**src/hdl/gyrcf_pkg.sv**
```systemverilog
package gyrcf_pkg;

   // -------------------------------------------------------------------
   // Register offsets.
   // -------------------------------------------------------------------
   localparam logic [7:0] ADDR_ZB_HI   = 8'h17;
   localparam logic [7:0] ADDR_ZB_LO   = 8'h18;
   localparam logic [7:0] ADDR_DIV     = 8'h19;
   localparam logic [7:0] ADDR_GCFG    = 8'h1a;
   localparam logic [7:0] ADDR_RCFG    = 8'h1b;
   localparam logic [7:0] ADDR_TEMP_HI = 8'h41;
   localparam logic [7:0] ADDR_TEMP_LO = 8'h42;
   localparam logic [7:0] ADDR_X_HI    = 8'h43;
   localparam logic [7:0] ADDR_X_LO    = 8'h44;
   localparam logic [7:0] ADDR_Y_HI    = 8'h45;
   localparam logic [7:0] ADDR_Y_LO    = 8'h46;
   localparam logic [7:0] ADDR_Z_HI    = 8'h47;
   localparam logic [7:0] ADDR_Z_LO    = 8'h48;
   localparam logic [7:0] ADDR_FCOUNT  = 8'h72;
   localparam logic [7:0] ADDR_FDATA_H = 8'h73;
   localparam logic [7:0] ADDR_FDATA_L = 8'h74;

   // -------------------------------------------------------------------
   // Reset values, write masks and field positions.
   // -------------------------------------------------------------------
   localparam logic [7:0] REG_RESET  = 8'h00;
   localparam logic [7:0] GCFG_WMASK = 8'h7f;
   localparam logic [7:0] RCFG_WMASK = 8'hfb;
   localparam int FIFO_MODE_BIT = 6;
   localparam int SYNC_SEL_LSB  = 3;
   localparam int LP_LSB        = 0;
   localparam int FS_LSB        = 3;
   localparam int BYP_LSB       = 0;
   localparam int ST_LSB        = 5;

   // Sync select codes and the wide lowpass setting.
   localparam logic [2:0] SYNC_TEMP = 3'h1;
   localparam logic [2:0] SYNC_X    = 3'h2;
   localparam logic [2:0] SYNC_Y    = 3'h3;
   localparam logic [2:0] SYNC_Z    = 3'h4;
   localparam logic [2:0] LP_WIDE   = 3'h7;

   // -------------------------------------------------------------------
   // Timing.
   // -------------------------------------------------------------------
   localparam int CLK_HZ      = 100_000_000;
   localparam int RATE_1K_HZ  = 1000;
   localparam int RATE_8K_HZ  = 8000;
   localparam int RATE_32K_HZ = 32000;
   localparam int CYC_1K_DEF  = CLK_HZ / RATE_1K_HZ;
   localparam int CYC_8K_DEF  = CLK_HZ / RATE_8K_HZ;
   localparam int CYC_32K     = CLK_HZ / RATE_32K_HZ;

   // -------------------------------------------------------------------
   // Bandwidth and range tables, indexed by lowpass setting or range.
   // -------------------------------------------------------------------
   localparam logic [13:0] RATE_BW_HZ [8] = '{14'h00fa, 14'h00b0,
      14'h005c, 14'h0029, 14'h0014, 14'h000a, 14'h0005, 14'h0cd1};
   localparam logic [11:0] TEMP_BW_HZ [8] = '{12'hfa0, 12'h0bc,
      12'h062, 12'h02a, 12'h014, 12'h00a, 12'h005, 12'hfa0};
   localparam logic [13:0] RATE_BW_BYP0 = 14'h1fed;
   localparam logic [13:0] RATE_BW_BYP1 = 14'h0cd1;
   localparam logic [11:0] TEMP_BW_BYP  = 12'hfa0;
   localparam logic [10:0] FS_DPS [4] = '{11'h0fa, 11'h1f4,
      11'h3e8, 11'h7d0};
   localparam logic [5:0] KHZ_32 = 6'h20;
   localparam logic [5:0] KHZ_8  = 6'h08;
   localparam logic [5:0] KHZ_1  = 6'h01;

   // FIFO geometry.
   localparam int FIFO_AW = 4;
   localparam int FIFO_W  = 16;

endpackage

```
**src/hdl/gyrcf_sync2.sv**
```systemverilog
`timescale 1ns/1ns
module gyrcf_sync2
(
   input  wire logic clk_i,  // System clock.
   input  wire logic rstn_i, // Asynchronous reset, active low.
   input  wire logic d_i,    // Asynchronous input.
   output logic      q_o     // Synchronised level.
);

   logic meta;

   // Two flops; only the second one reads the first.
   always_ff @(posedge clk_i or negedge rstn_i)
   begin
      if (!rstn_i)
      begin
         meta <= 1'b0;
         q_o  <= 1'b0;
      end
      else
      begin
         meta <= d_i;
         q_o  <= meta;
      end
   end

endmodule

```
**src/hdl/gyrcf_fifo_mem.sv**
```systemverilog
`timescale 1ns/1ns
module gyrcf_fifo_mem
#(
   parameter int W  = 16,
   parameter int AW = 4
)
(
   input  wire logic          clk_i,   // System clock.
   input  wire logic          we_i,    // Write enable.
   input  wire logic [AW-1:0] waddr_i, // Write address.
   input  wire logic [W-1:0]  wdata_i, // Write data.
   input  wire logic [AW-1:0] raddr_i, // Read address.
   output logic      [W-1:0]  rdata_o  // Registered read data.
);

   logic [W-1:0] mem [2**AW];

   // Read data come from a register so the array maps onto block memory.
   always_ff @(posedge clk_i)
   begin
      if (we_i)
         mem[waddr_i] <= wdata_i;
      rdata_o <= mem[raddr_i];
   end

endmodule

```
**src/hdl/gyrcf_top.sv**
```systemverilog
// Strobed register access was decided locally.
`timescale 1ns/1ns
module gyrcf_top
#(
   parameter int CYC_1K = gyrcf_pkg::CYC_1K_DEF,
   parameter int CYC_8K = gyrcf_pkg::CYC_8K_DEF
)
(
   input  wire logic        clk_i,        // System clock, 100 MHz.
   input  wire logic        rstn_i,       // Async reset, active low.
   input  wire logic [7:0]  addr_i,       // Register address.
   input  wire logic [7:0]  wdata_i,      // Write data.
   input  wire logic        wr_i,         // Write strobe.
   input  wire logic        rd_i,         // Read strobe.
   output logic      [7:0]  rdata_o,      // Read data, cycle after rd_i.
   input  wire logic [15:0] raw_temp_i,   // Raw temperature sample.
   input  wire logic [15:0] raw_x_i,      // Raw X rate sample.
   input  wire logic [15:0] raw_y_i,      // Raw Y rate sample.
   input  wire logic [15:0] raw_z_i,      // Raw Z rate sample.
   input  wire logic        frame_sync_i, // External frame sync pin.
   output logic             sample_o,     // Output sample strobe.
   output logic      [5:0]  rate_khz_o,   // Internal rate in kHz.
   output logic      [13:0] rate_bw_o,    // Rate 3 dB bandwidth, Hz.
   output logic      [11:0] temp_bw_o,    // Temp 3 dB bandwidth, Hz.
   output logic      [10:0] fs_dps_o,     // Full scale, deg per s.
   output logic      [1:0]  full_scale_select_o,     // Full scale select code.
   output logic      [2:0]  self_test_o,  // Self-test X, Y, Z.
   output logic             fifo_full_o   // FIFO is full.
);

   // -------------------------------------------------------------------
   // Configuration registers.
   // -------------------------------------------------------------------
   logic [15:0] z_bias;
   logic [7:0]  div;
   logic [7:0]  gcfg;
   logic [7:0]  rcfg;

   // Reserved bits are masked on write so they always read back as zero.
   always_ff @(posedge clk_i or negedge rstn_i)
   begin
      if (!rstn_i)
      begin
         z_bias <= {gyrcf_pkg::REG_RESET, gyrcf_pkg::REG_RESET};
         div    <= gyrcf_pkg::REG_RESET;
         gcfg   <= gyrcf_pkg::REG_RESET;
         rcfg   <= gyrcf_pkg::REG_RESET;
      end
      else if (wr_i)
      begin
         unique case (addr_i)
            gyrcf_pkg::ADDR_ZB_HI: z_bias[15:8] <= wdata_i;
            gyrcf_pkg::ADDR_ZB_LO: z_bias[7:0]  <= wdata_i;
            gyrcf_pkg::ADDR_DIV:   div <= wdata_i;
            gyrcf_pkg::ADDR_GCFG:  gcfg <= wdata_i & gyrcf_pkg::GCFG_WMASK;
            gyrcf_pkg::ADDR_RCFG:  rcfg <= wdata_i & gyrcf_pkg::RCFG_WMASK;
            default: ;
         endcase
      end
   end

   logic [1:0] bypass;
   logic [2:0] lp;
   logic [2:0] sync_sel;
   logic [1:0] fs;
   logic       fifo_mode;
   assign bypass    = rcfg[gyrcf_pkg::BYP_LSB +: 2];
   assign fs        = rcfg[gyrcf_pkg::FS_LSB +: 2];
   assign lp        = gcfg[gyrcf_pkg::LP_LSB +: 3];
   assign sync_sel  = gcfg[gyrcf_pkg::SYNC_SEL_LSB +: 3];
   assign fifo_mode = gcfg[gyrcf_pkg::FIFO_MODE_BIT];

   // -------------------------------------------------------------------
   // Internal rate tick.
   // -------------------------------------------------------------------
   logic [16:0] period;
   logic [16:0] tick_cnt;
   logic        tick;
   logic        lp_fast;

   // Settings 0 and 7 run the filter at 8 kHz, the rest at 1 kHz.
   assign lp_fast = (lp == 3'h0) || (lp == gyrcf_pkg::LP_WIDE);

   always_comb
   begin
      if (bypass != 2'b00)
         period = 17'(gyrcf_pkg::CYC_32K - 1);
      else if (lp_fast)
         period = 17'(CYC_8K - 1);
      else
         period = 17'(CYC_1K - 1);
   end

   // A shorter period after a rate change ends the current interval now.
   assign tick = (tick_cnt >= period);

   always_ff @(posedge clk_i or negedge rstn_i)
   begin
      if (!rstn_i)
         tick_cnt <= 17'h0_0000;
      else if (tick)
         tick_cnt <= 17'h0_0000;
      else
         tick_cnt <= tick_cnt + 17'h0_0001;
   end

   // -------------------------------------------------------------------
   // Output rate divider.
   // -------------------------------------------------------------------
   logic       div_on;
   logic [7:0] div_cnt;
   logic       smp;

   assign div_on = (bypass == 2'b00) && (lp != 3'h0)
                   && (lp != gyrcf_pkg::LP_WIDE);

   // The strobe is registered, so samples are taken one cycle after tick.
   always_ff @(posedge clk_i or negedge rstn_i)
   begin
      if (!rstn_i)
      begin
         div_cnt <= 8'h00;
         smp     <= 1'b0;
      end
      else if (tick)
      begin
         if (!div_on || div_cnt >= div)
         begin
            div_cnt <= 8'h00;
            smp     <= 1'b1;
         end
         else
         begin
            div_cnt <= div_cnt + 8'h01;
            smp     <= 1'b0;
         end
      end
      else
         smp <= 1'b0;
   end

   // -------------------------------------------------------------------
   // Frame sync capture.
   // -------------------------------------------------------------------
   logic fs_s;
   logic lat;
   logic armed;

   gyrcf_sync2 u_sync
   (
      .clk_i  (clk_i),
      .rstn_i (rstn_i),
      .d_i    (frame_sync_i),
      .q_o    (fs_s)
   );

   // A toggle in the strobe cycle wins; after one capture, further toggles are ignored until the next strobe.
   always_ff @(posedge clk_i or negedge rstn_i)
   begin
      if (!rstn_i)
      begin
         lat   <= 1'b0;
         armed <= 1'b1;
      end
      else
      begin
         if (smp)
            armed <= 1'b1;
         if (armed && (fs_s != lat))
         begin
            lat   <= fs_s;
            armed <= 1'b0;
         end
      end
   end

   // -------------------------------------------------------------------
   // Output sample registers.
   // -------------------------------------------------------------------
   logic [15:0] temp_out;
   logic [15:0] x_out;
   logic [15:0] y_out;
   logic [15:0] z_out;
   logic [15:0] z_sum;
   logic [15:0] next_z;

   assign z_sum  = raw_z_i + z_bias;
   assign next_z = {z_sum[15:1],
                    (sync_sel == gyrcf_pkg::SYNC_Z) ? lat : z_sum[0]};

   // Sync select codes 5 to 7 leave every sample untouched.
   always_ff @(posedge clk_i or negedge rstn_i)
   begin
      if (!rstn_i)
      begin
         temp_out <= 16'h0000;
         x_out    <= 16'h0000;
         y_out    <= 16'h0000;
         z_out    <= 16'h0000;
      end
      else if (smp)
      begin
         temp_out <= {raw_temp_i[15:1], (sync_sel == gyrcf_pkg::SYNC_TEMP)
                      ? lat : raw_temp_i[0]};
         x_out    <= {raw_x_i[15:1], (sync_sel == gyrcf_pkg::SYNC_X)
                      ? lat : raw_x_i[0]};
         y_out    <= {raw_y_i[15:1], (sync_sel == gyrcf_pkg::SYNC_Y)
                      ? lat : raw_y_i[0]};
         z_out    <= next_z;
      end
   end

   // -------------------------------------------------------------------
   // Sample FIFO of corrected Z words.
   // -------------------------------------------------------------------
   localparam int AW = gyrcf_pkg::FIFO_AW;
   logic [AW-1:0] wr_ptr;
   logic [AW-1:0] rd_ptr;
   logic [AW-1:0] next_rd_ptr;
   logic [AW:0]   count;
   logic          full;
   logic          pop;
   logic          push;
   logic          ovw;
   logic [15:0]   head;

   assign full = (count == (AW+1)'(2**AW));
   assign pop  = rd_i && (addr_i == gyrcf_pkg::ADDR_FDATA_L)
                 && (count != '0);
   assign push = smp && (!full || pop || !fifo_mode);
   assign ovw  = push && full && !pop;
   assign next_rd_ptr = rd_ptr + AW'(pop || ovw);

   // Overwrite moves both pointers and keeps the count at full.
   always_ff @(posedge clk_i or negedge rstn_i)
   begin
      if (!rstn_i)
      begin
         wr_ptr <= '0;
         rd_ptr <= '0;
         count  <= '0;
      end
      else
      begin
         rd_ptr <= next_rd_ptr;
         if (push)
            wr_ptr <= wr_ptr + AW'(1);
         if (push && !pop && !full)
            count <= count + (AW+1)'(1);
         else if (pop && !push)
            count <= count - (AW+1)'(1);
      end
   end

   // Reading at the next pointer keeps the head word current every cycle except the one after a write into the head slot.
   gyrcf_fifo_mem #(.W(gyrcf_pkg::FIFO_W), .AW(AW)) u_mem
   (
      .clk_i   (clk_i),
      .we_i    (push),
      .waddr_i (wr_ptr),
      .wdata_i (next_z),
      .raddr_i (next_rd_ptr),
      .rdata_o (head)
   );

   // -------------------------------------------------------------------
   // Read port.
   // -------------------------------------------------------------------
   // Unmapped addresses and idle cycles return zero.
   always_ff @(posedge clk_i or negedge rstn_i)
   begin
      if (!rstn_i)
         rdata_o <= 8'h00;
      else if (rd_i)
      begin
         unique case (addr_i)
            gyrcf_pkg::ADDR_ZB_HI:   rdata_o <= z_bias[15:8];
            gyrcf_pkg::ADDR_ZB_LO:   rdata_o <= z_bias[7:0];
            gyrcf_pkg::ADDR_DIV:     rdata_o <= div;
            gyrcf_pkg::ADDR_GCFG:    rdata_o <= gcfg;
            gyrcf_pkg::ADDR_RCFG:    rdata_o <= rcfg;
            gyrcf_pkg::ADDR_TEMP_HI: rdata_o <= temp_out[15:8];
            gyrcf_pkg::ADDR_TEMP_LO: rdata_o <= temp_out[7:0];
            gyrcf_pkg::ADDR_X_HI:    rdata_o <= x_out[15:8];
            gyrcf_pkg::ADDR_X_LO:    rdata_o <= x_out[7:0];
            gyrcf_pkg::ADDR_Y_HI:    rdata_o <= y_out[15:8];
            gyrcf_pkg::ADDR_Y_LO:    rdata_o <= y_out[7:0];
            gyrcf_pkg::ADDR_Z_HI:    rdata_o <= z_out[15:8];
            gyrcf_pkg::ADDR_Z_LO:    rdata_o <= z_out[7:0];
            gyrcf_pkg::ADDR_FCOUNT:  rdata_o <= 8'(count);
            gyrcf_pkg::ADDR_FDATA_H: rdata_o <= head[15:8];
            gyrcf_pkg::ADDR_FDATA_L: rdata_o <= head[7:0];
            default:                 rdata_o <= 8'h00;
         endcase
      end
      else
         rdata_o <= 8'h00;
   end

   // -------------------------------------------------------------------
   // Filter and range status outputs.
   // -------------------------------------------------------------------
   // Bypass bit 0 dominates; the lowpass setting only counts with 00.
   always_ff @(posedge clk_i or negedge rstn_i)
   begin
      if (!rstn_i)
      begin
         rate_khz_o  <= 6'h00;
         rate_bw_o   <= 14'h0000;
         temp_bw_o   <= 12'h000;
         fs_dps_o    <= 11'h000;
         full_scale_select_o    <= 2'b00;
         self_test_o <= 3'b000;
         sample_o    <= 1'b0;
         fifo_full_o <= 1'b0;
      end
      else
      begin
         if (bypass[0])
         begin
            rate_khz_o <= gyrcf_pkg::KHZ_32;
            rate_bw_o  <= gyrcf_pkg::RATE_BW_BYP0;
            temp_bw_o  <= gyrcf_pkg::TEMP_BW_BYP;
         end
         else if (bypass[1])
         begin
            rate_khz_o <= gyrcf_pkg::KHZ_32;
            rate_bw_o  <= gyrcf_pkg::RATE_BW_BYP1;
            temp_bw_o  <= gyrcf_pkg::TEMP_BW_BYP;
         end
         else
         begin
            rate_khz_o <= lp_fast ? gyrcf_pkg::KHZ_8
                                  : gyrcf_pkg::KHZ_1;
            rate_bw_o  <= gyrcf_pkg::RATE_BW_HZ[lp];
            temp_bw_o  <= gyrcf_pkg::TEMP_BW_HZ[lp];
         end
         fs_dps_o    <= gyrcf_pkg::FS_DPS[fs];
         full_scale_select_o    <= fs;
         self_test_o <= rcfg[gyrcf_pkg::ST_LSB +: 3];
         sample_o    <= smp;
         fifo_full_o <= full;
      end
   end
endmodule

```
**config.mk**
```make
export PLATFORM = sky130hd
export DESIGN_NAME = gyrcf_top
export DESIGN_NICKNAME = d
export VERILOG_FILES = /design/src/hdl/gyrcf_pkg.sv /design/src/hdl/gyrcf_sync2.sv /design/src/hdl/gyrcf_fifo_mem.sv /design/src/hdl/gyrcf_top.sv
export SDC_FILE = /design/constraint.sdc
export NUM_CORES = 1
export LEC_CHECK = 0
export CORE_UTILIZATION = 50
export CTS_CLUSTER_DIAMETER = 30
export CTS_CLUSTER_SIZE = 20
export DETAILED_ROUTE_END_ITERATION = 8
export DONT_BUFFER_PORTS = 1
export GPL_TIMING_DRIVEN = 0
export MAX_ROUTING_LAYER = met4
export PLACE_DENSITY_LB_ADDON = 0.2
export SYNTH_ARGS = -nofsm -noshare
export SYNTH_HDL_FRONTEND = slang
export SYNTH_SLANG_ARGS = --single-unit
```
**constraint.sdc**
```tcl
create_clock -name clk_i -period 4.6 [get_ports clk_i]
set_input_delay 0.23 -clock clk_i [delete_from_list [all_inputs] [get_ports clk_i]]
set_output_delay 0.23 -clock clk_i [all_outputs]
set_load 0.005 [all_outputs]
```
# After elaboration in Yosys (flattened, before gate mapping)
# Memory sizes are Yosys's and may differ from the RTL's. A register that Yosys moved wholly into a read port is not among the register bits.
# Index checks and enable logic that the tools add are counted.
[word_totals]
regBits = 203
mem_bits_rw = 256
input_bits = 85
output_inout_bits = 58
memories = 3
latch_bits = 0
word_cells = 133
romBits = 208
[memory_table]
columns = ["name", "words", "word_bits", "read_ports", "rd_clocked_by_memory_dff", "wr", "line_no", "source"]
rows = [
  ["u_mem.mem", 16, 16, 1, 1, 1, "gyrcf_fifo_mem.sv:16", "logic [W-1:0] mem [2**AW];"],
  ["(no name shown)", 8, 14, 1, 0, 0, "gyrcf_top.sv:335", "rate_bw_o <= gyrcf_pkg::RATE_BW_HZ[lp];"],
  ["(no name shown)", 8, 12, 1, 0, 0, "gyrcf_top.sv:336", "temp_bw_o <= gyrcf_pkg::TEMP_BW_HZ[lp];"],
]
[classes]
n_shift = 0
eq_ne = 24
n_lt_le_gt_ge = 4
mux = 32
n_addsub = 7
div = 0
n_reduce_logical = 33
bitwise_logic = 2
n_mul = 0
[ops]
columns = ["op", "count"]
rows = [
  ["case mux 8 bit (16 select lines)", 1],
  ["== test 8 x 7 -> 1 bit, second input constant", 11],
  ["2-to-1 mux 14 bit", 4],
  ["2-to-1 mux 17 bit", 3],
  ["2-to-1 mux 12 bit", 4],
  ["== test 8 x 5 -> 1 bit, second input constant", 5],
  ["binary-select mux 11 bit (select 2 bit)", 1],
  ["2-to-1 mux 11 bit", 2],
  ["adder 17 x 1 -> 17 bit, second input constant", 1],
  [">= comparator 17 bit", 1],
  ["adder 16 bit", 1],
  ["2-to-1 mux 8 bit", 2],
  ["2-to-1 mux 6 bit", 2],
  ["logical AND 1 bit", 11],
  ["2-to-1 mux 1 bit", 10],
  ["2-to-1 mux 5 bit", 2],
  ["AND reduction 2 bit", 5],
  ["adder 8 x 1 -> 8 bit, second input constant", 1],
  [">= comparator 8 bit", 1],
  ["== test 3 x 2 -> 1 bit, second input constant", 2],
  ["== test 3 bit, second input constant", 2],
  ["nonzero test 2 bit", 3],
  ["adder 5 x 1 -> 5 bit, second input constant", 1],
  ["== test 5 bit, second input constant", 1],
  ["17 further kinds", 25],
]

# Depth between registers and ports, before layout
[depth]
ltp_word = 10
ltp_mapped = 15

# Hierarchy
# From an unflattened synthesis, not the netlist that was laid out.
[unflattened]
hier_cells = 1301
hier_area_um2 = 20034.2
[modules_own_cells]
columns = ["mod", "cells_each", "instances", "seq_area_each_um2", "area_each_um2"]
rows = [
  ["gyrcf_fifo_mem", 432, 1, 8007.7, 10043.4],
  ["gyrcf_top", 867, 1, 4680.7, 9940.8],
  ["gyrcf_sync2", 2, 1, 50.0, 50.0],
]

# Worst setup path before layout
# OpenSTA, ideal clock, no wires.
[synth_path]
path_type = "register -> register"
from = "reg count[0]"
to = "reg u_mem.rdata_o[10] (read register of u_mem.mem)"
required_ps = 4464
setup_slack_ps = 1061
setup_ps = 136
path_buffers = 3
arrival_ps = 3402
stages_incl_launch_ff = 13
period_less_slack_ps = 3539
cell_sequence = "dfrtp_1 > nor4_1 > and2_1 > a31oi_2 > nand2_1 > a21oi_1 > ha_1 > buf_2 > buf_2 > buf_2 > mux4_2 > nand2_1 > a31oi_1"
[synth_via]
elab_chain_len = 9
[synth_rtl]
columns = ["item", "line_no", "source"]
rows = [
  ["from (decl)", "gyrcf_top.sv:220", "logic [AW:0] count;"],
  ["from (signal assigned)", "gyrcf_top.sv:249", "count <= count + (AW+1)'(1);"],
  ["from (signal assigned)", "gyrcf_top.sv:251", "count <= count - (AW+1)'(1);"],
  ["== test 5 bit *", "gyrcf_top.sv:227", "assign full = (count == (AW+1)'(2**AW));"],
  ["net full", "gyrcf_top.sv:221", "logic full;"],
  ["zero test 1 bit", "gyrcf_top.sv:230", "assign push = smp && (!full || pop || !fifo_mode);"],
  ["logical OR 1 bit (2 in series)", "gyrcf_top.sv:230", ""],
  ["logical AND 1 bit", "gyrcf_top.sv:230", ""],
  ["logical AND 1 bit * (2 in series)", "gyrcf_top.sv:231", "assign ovw = push && full && !pop;"],
  ["logical OR 1 bit *", "gyrcf_top.sv:232", "assign next_rd_ptr = rd_ptr + AW'(pop || ovw);"],
  ["adder 4 x 1 -> 4 bit *", "gyrcf_top.sv:232", ""],
  ["net next_rd_ptr[0]", "gyrcf_top.sv:219", "logic [AW-1:0] next_rd_ptr;"],
  ["to (decl)", "gyrcf_fifo_mem.sv:13", "output logic [W-1:0] rdata_o"],
]
# Mark *: on every way through the listed nets, which the timed path passes. The rest lies on a longest branch.
# A chain may end at the register's enable or synchronous reset.

# Worst setup path in the final report
[layout_path]
from = "reg smp"
to = "reg u_mem.rdata_o[10] (read register of u_mem.mem)"
[layout_via]
elab_chain_len = 5
[layout_rtl]
columns = ["item", "line_no", "source"]
rows = [
  ["from (decl)", "gyrcf_top.sv:112", "logic smp;"],
  ["from (signal assigned)", "gyrcf_top.sv:123", "smp <= 1'b0;"],
  ["from (signal assigned)", "gyrcf_top.sv:130", "smp <= 1'b1;"],
  ["from (signal assigned)", "gyrcf_top.sv:135", "smp <= 1'b0;"],
  ["logical AND 1 bit", "gyrcf_top.sv:230", ""],
  ["logical AND 1 bit (2 in series)", "gyrcf_top.sv:231", ""],
  ["logical OR 1 bit", "gyrcf_top.sv:232", ""],
  ["adder 4 x 1 -> 4 bit", "gyrcf_top.sv:232", ""],
  ["net next_rd_ptr[0]", "gyrcf_top.sv:219", ""],
]
# The timed path passes the listed nets, and every way through them passes these cells.

==> impl_metrics.tcl <==
set metrics [dict create \
    cts_tree "done" \
    grt_max_degree 190 \
    vdd_drop_max_mv 0.325 \
    syn_inst 1364 \
    grt.total_usage_pct 26.8 \
    end_kind "flip-flop" \
    synth_top_family_by_area "multiplexers" \
    p_int_uw 9040 \
    ant_nets 0 \
    routabilityCongestion 0.942 \
    async_reset_ff_share_pct 41.0 \
    synth_commonest_cells "256 x edfxtp_1, 188 x dfrtp_1, 111 x nand2_1" \
    syn_avg_cell_area_um2 14.7 \
    die_h_um 202 \
    clock_skew_ns 0.0323 \
    grt_pass1_vias 12900 \
    worst_slew_pin_slew_ns 1.31 \
    rows 72 \
    die_width_um 202 \
    setup_viol 0 \
    num_vias 12400 \
    hold_path.class "input pin to flip-flop" \
    synthAdderAreaFrac_pct 3.57 \
    cp_max_fo 10 \
    power_density_mw_per_mm2 477 \
    cts-htree-levels 3 \
    drcViolationCount 0 \
    grt-ovfl-total 0 \
    switchingPower_uw 2730 \
    ys_ff_latch 461 \
    first_pass_iters 5 \
    ios 143 \
    slowest_delay_ns 0.59 \
    synthFlopType "edfxtp_1" \
    ys_warn_count 0 \
    cts_buffers 94 \
    max_freq_ghz 0.230 \
    synth_most_common_cell "edfxtp_1" \
    antenna_found_initial 4 \
    cp-start-kind "flip-flop" \
    start_util_pct 51.3 \
    synthMuxAreaShare_pct 13.7 \
    synth_area_leaders "edfxtp_1 38%, dfrtp_1 23%, mux4_2 7.3%, mux2_2 5.9%, ha_1 3.4%" \
    wl_per_cell_um 24.4 \
    core_area_mm2 0.0391 \
    die_area_mm2 0.0409 \
    clock-root-buffer "clkbuf_16" \
    worst_path_max_delay_cell "mux4_2" \
    grt_pass1_wl_um 78400 \
    worstSetupPathType "flip-flop to flip-flop" \
    cts_setup_buffers 0 \
    area_growth_pct 23.0 \
    cts.sinks 461 \
    dp_hpwl_um 34600 \
    finalHoldViolCount 0 \
    leakage_uw 0.00965 \
    synthSimpleGateAreaFrac_pct 8.27 \
    drt_iter0_drc 1040 \
    max_cap_violations 0 \
    worstSkewPairLatency_ns 0.65 \
    status "finished clean" \
    nNetsFinal 1666 \
    crit_arrival_ns 4.77 \
    clock_power_share_pct 56.7 \
    yosysTopAreaCell "edfxtp_1" \
    period_minus_slack_ns 4.34 \
    power_frac_comb_pct 4.5 \
    holdWs_ns 0.0607 \
    synth-xor-area-share_pct 1.66 \
    required_ns 5.03 \
    clk_pin_slew_ns 0.05 \
    total_power_uw 11800 \
    synth_cell_types 82 \
    rsz0062_at_grt "true" \
    synth-compound-area-share_pct 6.81 \
    wirelength_um 51900 \
    yosys.area.top_type_share_pct 38.3 \
    power_frac_seq_pct 38.9 \
    synth_edf_count 256 \
    switching_share_pct 23.2 \
    maxSlewViolCount 0 \
    relSlewSlack_pct 12.5 \
    crit_chain "clkbuf_1 > inv_1 > a31oi_2 > nand2_1 > a21oi_1 > ha_1 > buf_2 > buf_2 > clkbuf_4 > mux4_2 > nand2_1 > a31oi_1" \
    seq_area_frac_synth_pct 63.5 \
    drive_gt1_share_pct 24.6 \
    viasPerCell 5.84 \
    port_buffers 0 \
    fin_crit_sh_pct 94.3 \
    synthesis.area_mm2 0.0201 \
    cts_max_path_buffers 3 \
    nFillCells 2871 \
]
[critical path, delay by kind of cell (launching register included)]
family / cells / cell delay [ns]
AND/OR/NAND/NOR: 2 / 0.20
buffers and inverters: 5 / 1.80
adder cells (fa/ha/maj): 1 / 0.21
flip-flops: 1 / 0.36
AO/OA/AOI/OAI: 3 / 0.96
multiplexers: 1 / 0.59
[cells in the final DEF (no fill, tap or decap), types with 11 or more instances in the layout]
| master | instances |
|---|---|
| edfxtp_1 | 256 |
| clkbuf_1 | 45 |
| clkbuf_16 | 94 |
| clkinv_1 | 11 |
| dfxtp_1 | 16 |
| ha_1 | 54 |
| nor3_1 | 11 |
| nor2_1 | 60 |
| xor2_1 | 15 |
| mux2_2 | 105 |
| dfrtp_1 | 188 |
| and3_1 | 20 |
| and2_1 | 21 |
| nand2_1 | 111 |
| clkinv_2 | 14 |
| dlygate4sd3_1 | 59 |
| nand3_1 | 33 |
| clkinvlp_4 | 14 |
| inv_1 | 33 |
| mux4_2 | 65 |
| buf_4 | 16 |
| nand4_1 | 15 |
| xnor2_1 | 12 |
| o21ai_0 | 25 |
| buf_2 | 14 |
| a21oi_1 | 34 |
| a22oi_1 | 21 |
| a31oi_1 | 24 |
[stage by stage]
step | area (um^2) | TNS, ns | util [%] | std cells | worst slack (ns)
after floorplan | 20100 | 0 | - | 1368 | 1.06
after global placement | 20700 | -3.56 | 53.0 | 1886 | -0.356
after detailed placement | 20800 | -3.62 | 53.1 | 1887 | -0.352
after CTS | 24600 | 0 | 62.9 | 2124 | 0.00884
after global routing | 24700 | -0.0103 | 63.1 | 2128 | -0.0103
final | 24700 | 0 | 63.1 | 2129 | 0.260
[kinds of logic after synthesis]
group,after synthesis
mux,180
simple gates,325
buf+inv,107
compound gates,195
other cells,2
flops,461
xor+xnor,38
fa+ha+maj,56
[path summary, 6_finish.rpt]
check / startpoint / end / slack (ns) / cells past startpoint
max in group asynchronous: rstn_i / tick_cnt[7]$_DFF_PN0_ / 3.49 / 2
min in group asynchronous: rstn_i / y_out[1]$_DFFE_PN0P_ / 0.37 / 2
max: smp$_DFF_PN0_ / u_mem.rdata_o[10]$_DFF_P_ / 0.26 / 12
min reg2reg: u_sync.meta$_DFF_PN0_ / u_sync.q_o$_DFF_PN0_ / 0.37 / 0
min: rd_i / count[4]$_DFFE_PN0P_ / 0.06 / 4
max reg2reg: smp$_DFF_PN0_ / u_mem.rdata_o[10]$_DFF_P_ / 0.26 / 12
[final cells by class]
class                      count  area (um^2)  share of cell area [%]
antenna                        5         12.5                  0.0507
buffer                        73          368                    1.49
clock buffer                 113         2480                    10.1
clock inverter                64          724                    2.94
inverter                      34          128                   0.517
multi-input combinational    800         6950                    28.2
sequential                   461        12700                    51.6
tap                          518          648                    2.63
timing repair buffer          61          626                    2.54
[per-layer routing]
layer / vias up / track usage (%) / part of all wire (%)
li1: 5561 / - / -
met1: 6313 / 33.5 / 42
met2: 452 / 42.5 / 49
met3: 105 / 6.30 / 6.3
met4: 0 / 10.3 / 3.0
met5: - / - / 0
[power by group through the flow]
stage	Sequential [uW]	Combinational, uW	Clock (uW)
after detailed placement	4650	420	0
after global placement	4640	400	0
after CTS	4580	514	6740
final	4580	525	6670
after global routing	4580	582	6930
after floorplan	4620	293	0
[timing repair]
item	4_1_cts	5_1_grt
setup endpoints to repair	12	14
hold buffers	60	0
endpoints found under the hold margin	283	0
resized for setup	1	11
[state kept, by name, summed over array words and instances (netlist names), 16 cells and up]
register	flops
u_mem.rdata_o	16
y_out	16
tick_cnt	17
x_out	16
u_mem.mem	256
temp_out	16
z_out	16
z_bias	16
Power figures use the tool's default switching activity.
